**src/core/fps_pkg.sv**
```systemverilog
/*
 * Constants for the fan source-select and throttle-monitor slice.
 * Assumes a 50 MHz core clock and an 8-bit register access port.
 */
package fps_pkg;
    localparam logic [7:0] ADDR_INTERVAL = 8'h00_c7;
    localparam logic [7:0] ADDR_SOURCE = 8'h00_c8;
    localparam logic [7:0] ADDR_OVERRIDE = 8'h00_c9;
    localparam logic [7:0] RST_INTERVAL = 8'h00_11;
    localparam logic [7:0] RST_SOURCE = 8'h00_0f;
    localparam logic [7:0] RST_OVERRIDE = 8'h00_00;
    // Override control field positions
    localparam int OVR_EN_BIT = 0;
    localparam int POL_BIT = 1;
    localparam int LOCK_EN_BIT = 2;
    localparam int LOCK_ACT_BIT = 3;
    localparam int OVR_DUTY_LSB = 4;
    // Source-select field positions
    localparam int ZONE_LSB = 0;
    localparam int THR_LSB = 4;
    localparam int VR_LSB = 6;
    // Interval field positions and code range
    localparam int THR1_TI_LSB = 0;
    localparam int THR2_TI_LSB = 4;
    localparam logic [3:0] TI_CODE_MAX = 4'h9;
    localparam logic [3:0] DUTY_FULL = 4'hf;
    localparam logic [3:0] DUTY_ZERO = 4'h0;
    localparam logic [7:0] RESULT_MAX = 8'hff;
    // Timing
    localparam real CLK_HZ = 50.0e6;
    localparam real BASE_INTERVAL_S = 0.73;
    localparam int SAMPLES_PER_BASE = 256;
    localparam int SAMPLE_CYCLES = $rtoi(BASE_INTERVAL_S * CLK_HZ / SAMPLES_PER_BASE);
    localparam real RAMP_STEP_S = 0.01;
    localparam int RAMP_CYCLES = $rtoi(RAMP_STEP_S * CLK_HZ);
    localparam real PWM_HZ = 22500.0;
    localparam int PWM_STEPS = 15;
    localparam int PWM_TICK_CYCLES = $rtoi(CLK_HZ / (PWM_HZ * PWM_STEPS));
endpackage

```
**src/core/fps_fan_source.sv**
```systemverilog
/*
 * Fan drive one: source binding, largest-request select, override,
 * polarity, throttle lock, and throttle-input duty measurement.
 * Assumes register accesses arrive already decoded from the management
 * bus, and zone duty requests come from the temperature lookup logic.
 */
// Function
// - Interval low nibble sets throttle-one period
// - Interval high nibble sets throttle-two period
// - Interval change mid-measure restarts that measurement
// - Source bits 0-3 bind zones one-four
// - Source bits 4-5 bind throttle inputs
// - Source bits 6-7 bind regulator hot inputs
// - Bound zones request duty via lookup
// - Bound hot inputs request duty via ramp
// - Largest bound request drives fan output
`timescale 1ns/1ns
module fps_fan_source #(
    parameter int SAMPLE_CYC = fps_pkg::SAMPLE_CYCLES,
    parameter int RAMP_CYC = fps_pkg::RAMP_CYCLES,
    parameter int PWM_TICK_CYC = fps_pkg::PWM_TICK_CYCLES
) (
    input wire logic core_clk_i,
    input wire logic reset_n_i,
    input wire logic [7:0] reg_addr_i,
    input wire logic reg_wr_i,
    input wire logic reg_rd_i,
    input wire logic [7:0] reg_wdata_i,
    output logic [7:0] reg_rdata_o,
    input wire logic [15:0] zone_duty_i,
    input wire logic cpu_throttle_pin_one_n_i,
    input wire logic cpu_throttle_pin_two_n_i,
    input wire logic regulator_hot_in_a_n_i,
    input wire logic regulator_hot_in_b_n_i,
    output logic fan_drive_out_one_o,
    output logic [7:0] throttle_measure_result_one_o,
    output logic [7:0] throttle_measure_result_two_o
);
    function automatic logic [3:0] max4(input logic [3:0] a, input logic [3:0] b);
        max4 = (a > b) ? a : b;
    endfunction

    function automatic logic [3:0] clamp_code(input logic [3:0] c);
        clamp_code = (c > fps_pkg::TI_CODE_MAX) ? fps_pkg::TI_CODE_MAX : c;
    endfunction

    ////////////////////////////////////////////////////////////////////
    logic [7:0] interval_reg, interval_next;
    logic [7:0] source_reg, source_next;
    logic ovr_en_reg, ovr_en_next;
    logic pol_reg, pol_next;
    logic lock_en_reg, lock_en_next;
    logic lock_act_reg, lock_act_next;
    logic [3:0] ovr_duty_reg, ovr_duty_next;
    logic [7:0] rdata_reg, rdata_next;
    logic [3:0] duty_reg, duty_next;
    logic [3:0] duty_calc;
    logic [3:0] hot;
    logic bound_hot;
    logic bound_thr_event;
    logic wr_int, wr_src, wr_ovr;

    assign hot = {~regulator_hot_in_b_n_i, ~regulator_hot_in_a_n_i,
                  ~cpu_throttle_pin_two_n_i, ~cpu_throttle_pin_one_n_i};
    assign wr_int = reg_wr_i && (reg_addr_i == fps_pkg::ADDR_INTERVAL);
    assign wr_src = reg_wr_i && (reg_addr_i == fps_pkg::ADDR_SOURCE);
    assign wr_ovr = reg_wr_i && (reg_addr_i == fps_pkg::ADDR_OVERRIDE);
    assign bound_hot = |(hot & source_reg[7:fps_pkg::THR_LSB]);
    assign bound_thr_event = |(hot[1:0] & source_reg[fps_pkg::VR_LSB-1:fps_pkg::THR_LSB]);

    ////////////////////////////////////////////////////////////////////
    // Register file
    always_comb begin
        interval_next = interval_reg;
        source_next = source_reg;
        ovr_en_next = ovr_en_reg;
        pol_next = pol_reg;
        lock_en_next = lock_en_reg;
        lock_act_next = lock_act_reg;
        ovr_duty_next = ovr_duty_reg;
        rdata_next = rdata_reg;
        if (wr_int) begin
            interval_next = reg_wdata_i;
        end
        if (wr_src) begin
            source_next = reg_wdata_i;
        end
        if (wr_ovr) begin
            ovr_en_next = reg_wdata_i[fps_pkg::OVR_EN_BIT];
            pol_next = reg_wdata_i[fps_pkg::POL_BIT];
            lock_en_next = reg_wdata_i[fps_pkg::LOCK_EN_BIT];
            ovr_duty_next = reg_wdata_i[7:fps_pkg::OVR_DUTY_LSB];
            // Lock flag clears only by writing zero
            if (!reg_wdata_i[fps_pkg::LOCK_ACT_BIT]) begin
                lock_act_next = 1'b0;
            end
        end
        // Set wins over a same-cycle clear
        if (lock_en_reg && bound_thr_event) begin
            lock_act_next = 1'b1;
        end
        if (reg_rd_i) begin
            unique case (reg_addr_i)
                fps_pkg::ADDR_INTERVAL: rdata_next = interval_reg;
                fps_pkg::ADDR_SOURCE: rdata_next = source_reg;
                // Duty field reads back the duty in use
                fps_pkg::ADDR_OVERRIDE: rdata_next = {duty_reg, lock_act_reg,
                                                      lock_en_reg, pol_reg, ovr_en_reg};
                default: rdata_next = 8'h00_00;
            endcase
        end
    end

    always_ff @(posedge core_clk_i or negedge reset_n_i) begin
        if (!reset_n_i) begin
            interval_reg <= fps_pkg::RST_INTERVAL;
            source_reg <= fps_pkg::RST_SOURCE;
            ovr_en_reg <= fps_pkg::RST_OVERRIDE[fps_pkg::OVR_EN_BIT];
            pol_reg <= fps_pkg::RST_OVERRIDE[fps_pkg::POL_BIT];
            lock_en_reg <= fps_pkg::RST_OVERRIDE[fps_pkg::LOCK_EN_BIT];
            lock_act_reg <= fps_pkg::RST_OVERRIDE[fps_pkg::LOCK_ACT_BIT];
            ovr_duty_reg <= fps_pkg::RST_OVERRIDE[7:fps_pkg::OVR_DUTY_LSB];
            rdata_reg <= 8'h00_00;
        end else begin
            interval_reg <= interval_next;
            source_reg <= source_next;
            ovr_en_reg <= ovr_en_next;
            pol_reg <= pol_next;
            lock_en_reg <= lock_en_next;
            lock_act_reg <= lock_act_next;
            ovr_duty_reg <= ovr_duty_next;
            rdata_reg <= rdata_next;
        end
    end
    assign reg_rdata_o = rdata_reg;

    ////////////////////////////////////////////////////////////////////
    // Ramp request for hot inputs: one duty step per ramp tick
    logic [31:0] ramp_div_reg, ramp_div_next;
    logic [3:0] ramp_reg, ramp_next;
    logic ramp_tick;

    assign ramp_tick = (ramp_div_reg == 32'(RAMP_CYC - 1));

    always_comb begin
        ramp_div_next = ramp_tick ? 32'h0000_0000 : ramp_div_reg + 32'h0000_0001;
        ramp_next = ramp_reg;
        if (ramp_tick) begin
            if (bound_hot && ramp_reg != fps_pkg::DUTY_FULL) begin
                ramp_next = ramp_reg + 4'h1;
            end else if (!bound_hot && ramp_reg != fps_pkg::DUTY_ZERO) begin
                ramp_next = ramp_reg - 4'h1;
            end
        end
    end

    always_ff @(posedge core_clk_i or negedge reset_n_i) begin
        if (!reset_n_i) begin
            ramp_div_reg <= 32'h0000_0000;
            ramp_reg <= fps_pkg::DUTY_ZERO;
        end else begin
            ramp_div_reg <= ramp_div_next;
            ramp_reg <= ramp_next;
        end
    end

    ////////////////////////////////////////////////////////////////////
    // Duty select and PWM
    logic [7:0] pwm_div_reg, pwm_div_next;
    logic [3:0] pwm_cnt_reg, pwm_cnt_next;
    logic out_reg, out_next;
    logic pwm_tick;

    assign pwm_tick = (pwm_div_reg == 8'(PWM_TICK_CYC - 1));

    always_comb begin
        duty_calc = fps_pkg::DUTY_ZERO;
        for (int z = 0; z < 4; z++) begin
            if (source_reg[fps_pkg::ZONE_LSB + z]) begin
                duty_calc = max4(duty_calc, zone_duty_i[4*z +: 4]);
            end
        end
        if (|source_reg[7:fps_pkg::THR_LSB]) begin
            duty_calc = max4(duty_calc, ramp_reg);
        end
        duty_next = duty_calc;
        if (ovr_en_reg) begin
            duty_next = ovr_duty_reg;
        end
        if (lock_act_reg) begin
            duty_next = fps_pkg::DUTY_FULL;
        end
        pwm_div_next = pwm_tick ? 8'h00 : pwm_div_reg + 8'h01;
        pwm_cnt_next = pwm_cnt_reg;
        if (pwm_tick) begin
            pwm_cnt_next = (pwm_cnt_reg == 4'(fps_pkg::PWM_STEPS - 1)) ? 4'h0 : pwm_cnt_reg + 4'h1;
        end
        out_next = (pwm_cnt_reg < duty_reg) ^ pol_reg;
    end

    always_ff @(posedge core_clk_i or negedge reset_n_i) begin
        if (!reset_n_i) begin
            duty_reg <= fps_pkg::DUTY_ZERO;
            pwm_div_reg <= 8'h00;
            pwm_cnt_reg <= 4'h0;
            out_reg <= 1'b0;
        end else begin
            duty_reg <= duty_next;
            pwm_div_reg <= pwm_div_next;
            pwm_cnt_reg <= pwm_cnt_next;
            out_reg <= out_next;
        end
    end
    assign fan_drive_out_one_o = out_reg;

    ////////////////////////////////////////////////////////////////////
    // Throttle measurement: asserted samples over 256 << code samples
    logic [31:0] samp_div_reg, samp_div_next;
    logic samp_tick;
    logic [7:0] result [2];

    assign samp_tick = (samp_div_reg == 32'(SAMPLE_CYC - 1));
    assign samp_div_next = samp_tick ? 32'h0000_0000 : samp_div_reg + 32'h0000_0001;

    always_ff @(posedge core_clk_i or negedge reset_n_i) begin
        if (!reset_n_i) begin
            samp_div_reg <= 32'h0000_0000;
        end else begin
            samp_div_reg <= samp_div_next;
        end
    end

    for (genvar ch = 0; ch < 2; ch++) begin : g_meas
        logic [17:0] nsamp_reg, nsamp_next, hits_reg, hits_next, hits_sum, sh;
        logic [7:0] res_reg, res_next;
        logic [3:0] code, code_new;
        logic restart;

        assign code = clamp_code(interval_reg[4*ch +: 4]);
        assign code_new = reg_wdata_i[4*ch +: 4];
        // A changed period abandons the window in flight
        assign restart = wr_int && (code_new != interval_reg[4*ch +: 4]);

        always_comb begin
            nsamp_next = nsamp_reg;
            hits_next = hits_reg;
            res_next = res_reg;
            hits_sum = hits_reg + 18'(hot[ch]);
            sh = hits_sum >> code;
            if (restart) begin
                nsamp_next = 18'h0_0000;
                hits_next = 18'h0_0000;
            end else if (samp_tick) begin
                if (nsamp_reg + 18'h0_0001 ==
                    18'(fps_pkg::SAMPLES_PER_BASE) << code) begin
                    res_next = (sh > 18'(fps_pkg::RESULT_MAX)) ? fps_pkg::RESULT_MAX
                                                               : sh[7:0];
                    nsamp_next = 18'h0_0000;
                    hits_next = 18'h0_0000;
                end else begin
                    nsamp_next = nsamp_reg + 18'h0_0001;
                    hits_next = hits_sum;
                end
            end
        end

        always_ff @(posedge core_clk_i or negedge reset_n_i) begin
            if (!reset_n_i) begin
                nsamp_reg <= 18'h0_0000;
                hits_reg <= 18'h0_0000;
                res_reg <= 8'h00;
            end else begin
                nsamp_reg <= nsamp_next;
                hits_reg <= hits_next;
                res_reg <= res_next;
            end
        end
        assign result[ch] = res_reg;
    end

    assign throttle_measure_result_one_o = result[0];
    assign throttle_measure_result_two_o = result[1];
endmodule

```
**config.mk**
```make
export PLATFORM = sky130hd
export DESIGN_NAME = fps_fan_source
export DESIGN_NICKNAME = d
export VERILOG_FILES = /design/src/core/fps_pkg.sv /design/src/core/fps_fan_source.sv
export SDC_FILE = /design/constraint.sdc
export NUM_CORES = 1
export LEC_CHECK = 0
export BUFFER_PORTS_ARGS = -buffer_cell sky130_fd_sc_hd__buf_4
export CAP_MARGIN = 40
export CORE_ASPECT_RATIO = 1.4
export CORE_UTILIZATION = 40
export DETAILED_ROUTE_END_ITERATION = 10
export MAX_ROUTING_LAYER = met4
export PLACE_DENSITY = 0.57
export SLEW_MARGIN = 25
export SYNTH_ARGS = -nofsm -noshare
export SYNTH_HDL_FRONTEND = slang
export SYNTH_SLANG_ARGS = --single-unit
```
**constraint.sdc**
```tcl
create_clock -name core_clk_i -period 8.2 [get_ports core_clk_i]
set_clock_uncertainty 0.05 [all_clocks]
set_input_delay 1.64 -clock core_clk_i [delete_from_list [all_inputs] [get_ports core_clk_i]]
set_output_delay 1.64 -clock core_clk_i [all_outputs]
set_load 0.01 [all_outputs]
```
==> impl.org, run 1 <==
** Timing
- Remaining max-slew budget at the tightest pin :: 43.80%
- Setup violations remaining at the end of the flow were counted as 0.
- For this run, the top clock speed supported by timing is 131.8 MHz.
- Unrepaired setup endpoints after global routing :: no
- The max-slew violation count came to 0.
- For the pin with the worst max-slew slack, the measured transition is 0.8400 ns.
- Number of failing hold endpoints at the final stage :: 0
- Dividing the final minimum period by the clock period gives 92.51%.
- Clock period minus final worst setup slack :: 7.586 ns
- Summed over all failing endpoints, the final setup total negative slack is 0 ns.

** Final layout
- Layout cells sized above 1 :: 12.18%
- Count of inserted antenna diode cells :: 0
- Count of nets after finishing :: 1,639
- Area added between synthesis and finish :: 13.18%
- Leaving out filler cells and counting taps, the final layout contains 2,030.

** Synthesis
- Synthesis produced a netlist with a net count of 1,617.
- Synth Area in Simple Gates :: 24.64%
- Dominant combinational cell family by area after synthesis :: simple AND/OR/NAND/NOR gates
- Synthesis inferred 205 register bits.
- Summing the areas of all compound-gate instances in the mapped netlist gives 17.28% of the synthesized area.
- Mux cell area share after synthesis :: 4.839%
- During synthesis, Yosys emitted a total of 0 warnings.
- Sequential fraction of the synthesis area :: 37.92%
- The biggest area contributor in the post-synthesis netlist is dfrtp_1.
- The share of synthesized area in the top cell type comes to 36.75%.
- Summing the areas of all fa, ha and maj instances in the mapped netlist gives 3.010% of the synthesized area.
- Cell variety after synth :: 85
- Most numerous cell types in the synthesized netlist :: dfrtp_1 (199), nand2_1 (156), nor2_1 (133), xnor2_1 (88), nand3_1 (84)
- Cell area after technology mapping :: 13,550 um2
- Synthesis handed over a netlist of 1,545 instances.
- Counting flops with a built-in enable in the synthesized netlist gives 0.
- Synthesized area per cell :: 8.770 um2
- The most used flip-flop cell after synthesis is dfrtp_1.
- In the post-synthesis netlist, the cell with the most instances is dfrtp_1.
- Summing the areas of all xor and xnor instances in the mapped netlist gives 8.209% of the synthesized area.
- Share of flip-flops with an asynchronous set or reset after synthesis :: 100.0%
- Synth area leaders :: dfrtp_1 (37%), xnor2_1 (5.7%), nand2_1 (4.3%), nor2_1 (3.7%), nand3_1 (3.1%)

** Drt
- In the routed layout, each cell is associated on average with a via count of 5.898.
- DR DRC count :: 0
- Post-detailed-route wirelength per cell :: 18.70 um
- The routed design has 37,970 um of wire.
- Via Count :: 11,970
- In this run the remaining antenna-violating nets after routing total 0.
- DR pass1 iterations :: 5
- The first routing iteration left 653 violations.

** Power and ir drop
- Share of total power in sequential cells :: 43.1%
- Leakage :: 6.469 nW
- Switching Fraction :: 24.37%
- In this run the power density over the cells is 160.1 nW/um2.
- The share of total power dissipated in the clock network is 48.2%.
- Internal power of the cells :: 1.856 mW
- VDD sags by at most 0.1335 mV.
- Combinational cell fraction of total power :: 8.8%
- Switching power summed over all nets :: 0.5982 mW

** Critical path
- Data on the critical path arrives at its endpoint at 7.94 ns.
- The critical path starts at zone_duty_i[1].
- Critical Path Sink Type :: flop
- Critical path type :: in -> reg
- Largest stage delay on the critical path :: 0.35 ns
- Setup crit start kind :: primary input
- Combined buffer and inverter count along the critical path :: 2
- In this run the critical register-to-register path is launched from source_reg[0]$_DFFE_PN1P_.
- Largest driver fanout on the critical path :: 12
- At the worst endpoint, the required time is 8.56 ns.
- For this design, the slowest cell found on the critical path is o21ai_0.
- In this design, the critical path's most frequently occurring cell is o21a_1.
- In this design, the largest share of critical-path delay is due to compound AO/OA/AOI/OAI gates.

** Clocking
- Clock-pin slew was measured on the worst setup and hold paths at 0.06 ns.
- Clock Sink Count :: 205
- CTS built an H-tree with a depth of 1.
- Clock latency on the worst-skew pair, taken at its later pin, is 0.54 ns.
- Clock tree from TritonCTS :: built
- In this run the deepest clock path goes through 3 buffers.
- Counting the buffers created by CTS gives 24.
- After clock tree synthesis, the setup repair step added 0 buffers.
- CTS root buffer :: clkbuf_16

** Placement
- Detailed placement ended at an HPWL of 27,470 um.
- Routability-driven placement finished with a final weighted congestion of 0.9071.
- Port Buffer Count :: 64
- The number of placed instances, taps included, is 1,983.

** Floorplanning
- The core region is 33,310 um2.
- Width of the die :: 157.5 um
- Row generation in the floorplan step produced 79 rows.
- Initial Util :: 40.68%
- Height of the die :: 219.8 um
- Die area :: 34,620 um2
- During I/O placement, the number of pins put on the boundary was 65.

** Min path
- Hold path startpoint :: samp_div_reg[31]$_DFF_PN0_
- The path class of the tightest hold or removal check is reg -> reg.

** GRT
- Pin count of the biggest net entering global routing :: 91
- In the global route stage, overall resource usage came out at 23.08%.
- The initial antenna violation count came to 0.
- Aggregate global routing overflow :: 0
- Vias in the first global route :: 11,900
- Wire length of the first global-routing pass :: 61,690 um

** Status
- Outcome :: completed

** Flow run
- The tool flagged a number of max-cap violations equal to 0.
[stage by stage]
step	power (mW)	util (%)	instance area, um2	hold WS, ns	setup WS [ns]
after floorplan	1.193	-	13550	0.3926	0.8765
after global placement	1.283	43.13	14370	0.4098	0.3446
after detailed placement	1.290	43.24	14400	0.4129	0.02864
after CTS	2.491	45.87	15280	0.4207	0.5618
after global routing	2.560	46.04	15330	0.4457	0.09035
final	2.454	46.04	15330	0.4210	0.6144
[power by group through the flow]
stage	Sequential, mW	Clock [mW]	Combinational [mW]
final	1.06	1.18	0.215
after global placement	1.08	0	0.206
after floorplan	1.06	0	0.131
after global routing	1.06	1.26	0.241
after CTS	1.06	1.22	0.214
after detailed placement	1.08	0	0.213
[path summary, 6_finish.rpt]
check	endpoint	cells after the start	slack, ns
worst max-delay path	duty_reg[2]$_DFF_PN0_	34	0.61
worst min-delay path	samp_div_reg[31]$_DFF_PN0_	1	0.42
worst max register to register	duty_reg[2]$_DFF_PN0_	33	1.23
worst min register to register	samp_div_reg[31]$_DFF_PN0_	1	0.42
max in group asynchronous	source_reg[2]$_DFFE_PN1P_	3	5.83
min in group asynchronous	samp_div_reg[2]$_DFF_PN0_	1	1.04
[layer usage]
| metal | track usage, % | vias to the layer above | routed length, um |
|---|---|---|---|
| li1 | - | 5741 | - |
| met4 | 10.06 | 0 | 1516 |
| met2 | 40.58 | 328 | 19300 |
| met3 | 2.557 | 90 | 1800 |
| met1 | 26.34 | 5814 | 15350 |
| met5 | - | - | 0 |
[layout by cell type, fill, tap and decap left out, types with 10 or more instances in the layout]
| cell type | n |
|---|---|
| o211ai_1 | 14 |
| nor2_1 | 132 |
| a211oi_1 | 23 |
| nand2_1 | 156 |
| xor2_1 | 39 |
| and4_1 | 10 |
| clkbuf_16 | 25 |
| a21oi_1 | 80 |
| a31oi_1 | 20 |
| or4_1 | 21 |
| nor3_1 | 35 |
| and3_1 | 28 |
| nor4_1 | 38 |
| nand4_1 | 41 |
| xnor2_1 | 88 |
| o21a_1 | 10 |
| buf_4 | 80 |
| or3_1 | 11 |
| inv_1 | 44 |
| a221o_1 | 16 |
| and2_1 | 11 |
| dfrtp_1 | 199 |
| o21ai_0 | 44 |
| mux2_2 | 26 |
| nor2b_1 | 14 |
| nand3_1 | 84 |
| a21o_1 | 16 |
| nand2b_1 | 15 |
| ha_1 | 31 |
| o31ai_1 | 17 |
| mux2i_1 | 34 |
[cell families after synthesis]
group | after synthesis
AND/OR/NAND/NOR | 643
flip-flops | 205
buffers and inverters | 139
XOR/XNOR | 127
adder cells (fa/ha/maj) | 32
multiplexers | 61
AO/OA/AOI/OAI | 338
[final cells by class]
| class | instances | area [um2] |
|---|---|---|
| clock buffer | 30 | 664.4 |
| clock inverter | 14 | 211.5 |
| fill | 3306 | 17980 |
| inverter | 48 | 180.2 |
| multi-input combinational | 1201 | 7883 |
| sequential | 205 | 5137 |
| tap | 445 | 556.8 |
| timing repair buffer | 87 | 701.9 |
[repair_timing]
action,in CTS,in global routing
setup endpoints to repair,0,4
hold endpoints to repair,0,0
gates resized for setup,0,2
hold buffers,0,0
Note: power is estimated with default switching activity, not from simulation.
==> inputs of run 2 (changes only) <==
--- a/config.mk
+++ b/config.mk
@@ -7,7 +7,6 @@
 export LEC_CHECK = 0
 export BUFFER_PORTS_ARGS = -buffer_cell sky130_fd_sc_hd__buf_4
 export CAP_MARGIN = 40
-export CORE_ASPECT_RATIO = 1.4
 export CORE_UTILIZATION = 40
 export DETAILED_ROUTE_END_ITERATION = 10
 export MAX_ROUTING_LAYER = met4
==> run 2 against run 1 <==
Compared with the run above:
- first-iteration DRC count increased by 35%
- hold slack better by 0.0051 ns
- cell area down 0.18%
- setup slack got worse by 0.18 ns
- non-clock buffer count down 2
- sequential share of layout area rose by 0.060 points
- maximum frequency is 2.3% lower
- register-to-register slack worse by 0.12 ns
- largest cell class unchanged
==> impl.org, run 2 (synthesized netlist as in run 1, its figures left out) <==
** Timing
- Number of failing hold endpoints at the final stage :: 0 (unchanged)
- The final worst hold slack came to 0.4261 ns (+0.005085 ns).
- Number of slew-limit violations in the final report :: 0 (unchanged)
- Clock period minus final worst setup slack :: 7.762 ns (+0.1768 ns)
- Post-route clock period utilization :: 94.66% (+2.2 points)
- Remaining max-slew budget at the tightest pin :: 46.28% (+2.5 points)
- Setup repair after global routing left no endpoint under its margin.
- Setup violations, final :: 0 (unchanged)
- Slew @ Worst Pin :: 0.8058 ns (-0.03416 ns)
- Highest attainable clock frequency :: 128.8 MHz (-2.3%)
- Setup WS post-layout :: 0.4376 ns (-0.1768 ns)
- Fin Setup TNS :: 0 ns (unchanged)

** Min path
- Hold path startpoint :: samp_div_reg[31]$_DFF_PN0_
- Kind of path behind the tightest hold check :: reg -> reg
- Worst Hold Endpoint :: samp_div_reg[31]$_DFF_PN0_
- The number of cells on the worst hold path was 1 (unchanged).

** Final layout
- Layout cells sized above 1 :: 12.26% (+0.079 points)
- The count of nets after finishing came to 1,638 (-0.061%).
- Total area of multi-input combinational cells :: 7886 um2 (about the same)
- Count of inserted antenna diode cells :: 0 (unchanged)
- FF/Latch Area :: 5137 um2 (unchanged)
- Leaving out fill and tap cells, the most frequent cell in the layout is dfrtp_1.
- Relative to the synthesized area, the layout overhead comes to 12.97%.
- Number of fill cells in the layout :: 3,236 (-2.1%)
- The post-layout instance count excluding filler cells is 2,031 (+0.049%).
- The library cells used most frequently in the layout, excluding fill and tap cells, are dfrtp_1 (199), nand2_1 (156), nor2_1 (131), xnor2_1 (88), nand3_1 (84).
- Final core area utilization :: 45.76% (-0.27 points)

** GRT
- The global-route wire length before repair was 59,800 um (-3.1%).
- Vias in the first global route :: 11,130 (-6.5%)
- Total global routing track utilization :: 22.10% (-0.98 points)
- The pin count of the biggest net entering global routing is 99 (+8.8%).
- Initial antenna violation count :: 0 (unchanged)
- Aggregate global routing overflow :: 0 (unchanged)

** Critical path
- Most prevalent standard cell on the critical path :: o21a_1
- R2R depth :: 32 (-3.0%)
- The worst setup slack for register-to-register paths is 1.11 ns (-0.12 ns).
- The peak fanout along the critical path is 12 (unchanged).
- Worst Path Arrival :: 8.13 ns (+0.19 ns)
- Start of the worst register-to-register path :: source_reg[0]$_DFFE_PN1P_
- In this run the critical register-to-register path is captured at duty_reg[3]$_DFF_PN0_.
- The critical path is of the in -> reg type.
- The worst setup path is launched from a primary input.
- Largest stage delay on the critical path :: 0.39 ns (+0.04 ns)
- For this design, the slowest cell found on the critical path is o21ai_0.
- Critical Path Sink Type :: flop
- The required time of the worst setup path was 8.56 ns (about the same).

** Floorplanning
- Top-Level Pins :: 65 (unchanged)
- The starting utilization of the core area came to 40.51% (-0.17 points).
- The number of rows created at floorplan came to 67 (-15%).
- The width of the die came to 186.0 um (+18%).
- Core region area :: 33,450 um2 (+0.41%)
- The full die area came to 34,610 um2 (about the same).
- The height of the chip came to 186.0 um (-15%).

** Drt
- DR pass1 iterations :: 5 (unchanged)
- The per-cell routed wire length was 18.08 um (-3.4%).
- Via Count :: 11,830 (-1.2%)
- The count of antenna-violating nets left after detailed routing was 0 (unchanged).
- The overall routed net length was 36,710 um (-3.3%).
- Via/cell ratio :: 5.823 (-1.3%)
- DR DRC count :: 0 (unchanged)
- The first-iteration detailed-routing DRC count was 879 (+35%).

** Status
- The run finished with clean final reports.

** Clocking
- Clock Tree Buf Depth :: 3 (unchanged)
- Level count of the clock H-tree :: 1 (unchanged)
- Worst-skew pair later-pin latency :: 0.53 ns (about the same)
- TritonCTS built the clock tree.
- Clock-pin transition on the worst setup and hold timing paths :: 0.06 ns (about the same)
- CTS root buffer :: clkbuf_16
- Clock Sink Count :: 205 (unchanged)
- The CTS buffer count was 25 (+4.2%).

** Placement
- The final weighted congestion in routability-driven placement is 0.9174 (+1.1%).
- HPWL reported at the end of detailed placement :: 25,600 um (-6.8%)
- The number of cells after detailed placement was 1,984 (+0.050%).
- Port Buffer Count :: 64 (unchanged)
- The setup slack after placement was -0.005738 ns (-0.03438 ns).

** Power and ir drop
- The maximum resistive drop on vdd is 0.1725 mV (+29%).
- The power density over cell area was 160.4 nW/um2 (+0.24%).
- The static leakage power was 6.473 nW (about the same).

** Flow run
- The max-capacitance violation count was 0 (unchanged).
-- run 2: cell count changes in the layout (fill, tap and decap cells not counted), moves of 2 or more --
cell,before,now
buf_6,0,2
clkinvlp_4,5,1
buf_8,3,1
nor2_2,0,2
clkinv_2,3,6
-- run 2: critical path: cells and delay by family --
| kind | cells | cell delay, ns |
|---|---|---|
| compound gates | 17 | 3.48 |
| simple gates | 11 | 1.85 |
| fa+ha+maj | 4 | 1.06 |
| buf+inv | 1 | 0.11 |
-- run 2: worst max path at each step --
stage / slack (ns) / startpoint / depth (start not counted) / endpoint
after global placement: 0.26 / zone_duty_i[1] / 32 / duty_reg[3]$_DFF_PN0_
after detailed placement: -0.006 / zone_duty_i[1] / 34 / duty_reg[3]$_DFF_PN0_
final: 0.44 / zone_duty_i[1] / 33 / duty_reg[3]$_DFF_PN0_
after global routing: 0.04 / zone_duty_i[1] / 33 / duty_reg[2]$_DFF_PN0_
after floorplan: 0.88 / zone_duty_i[1] / 34 / duty_reg[1]$_DFF_PN0_
after CTS: 0.56 / zone_duty_i[1] / 34 / duty_reg[3]$_DFF_PN0_
-- run 2: area by class of cell --
type | count | area share, %
Clock inverter | 14 | 1.341
Multi-Input combinational cell | 1201 | 51.52
Inverter | 48 | 1.177
Timing Repair Buffer | 85 | 4.332
Sequential cell | 205 | 33.56
Clock buffer | 30 | 4.406
Tap cell | 448 | 3.662
-- run 2: power by group --
group / internal [mW] / leakage, nW / total, mW / switching [mW]
sequential: 1.03 / 2.62 / 1.06 / 0.0249
clock: 0.741 / 0.435 / 1.19 / 0.444
combinational: 0.0898 / 3.42 / 0.214 / 0.124
total: 1.86 / 6.47 / 2.46 / 0.593
-- run 2: layer usage --
layer	global-route usage, %	part of all wire, %	routed length, um
met1	31.28	49	18160
met5	-	0	0
met3	2.720	4.7	1737
met2	33.52	44	16170
met4	5.148	1.8	647
-- run 2: stage by stage --
stage	cell area (um2)	power, mW
2_1_floorplan	13550	1.193
5_1_grt	15310	2.561
6_report	15310	2.456
3_3_place_gp	14370	1.281
4_1_cts	15270	2.493
3_5_place_dp	14400	1.288
-- run 2: repair_timing --
| action | in CTS | in global routing |
|---|---|---|
| setup buffers | 0 | 0 |
| gates resized for setup | 0 | 1 |
| hold buffers | 0 | 0 |
| endpoints found under the setup margin | 0 | 3 |
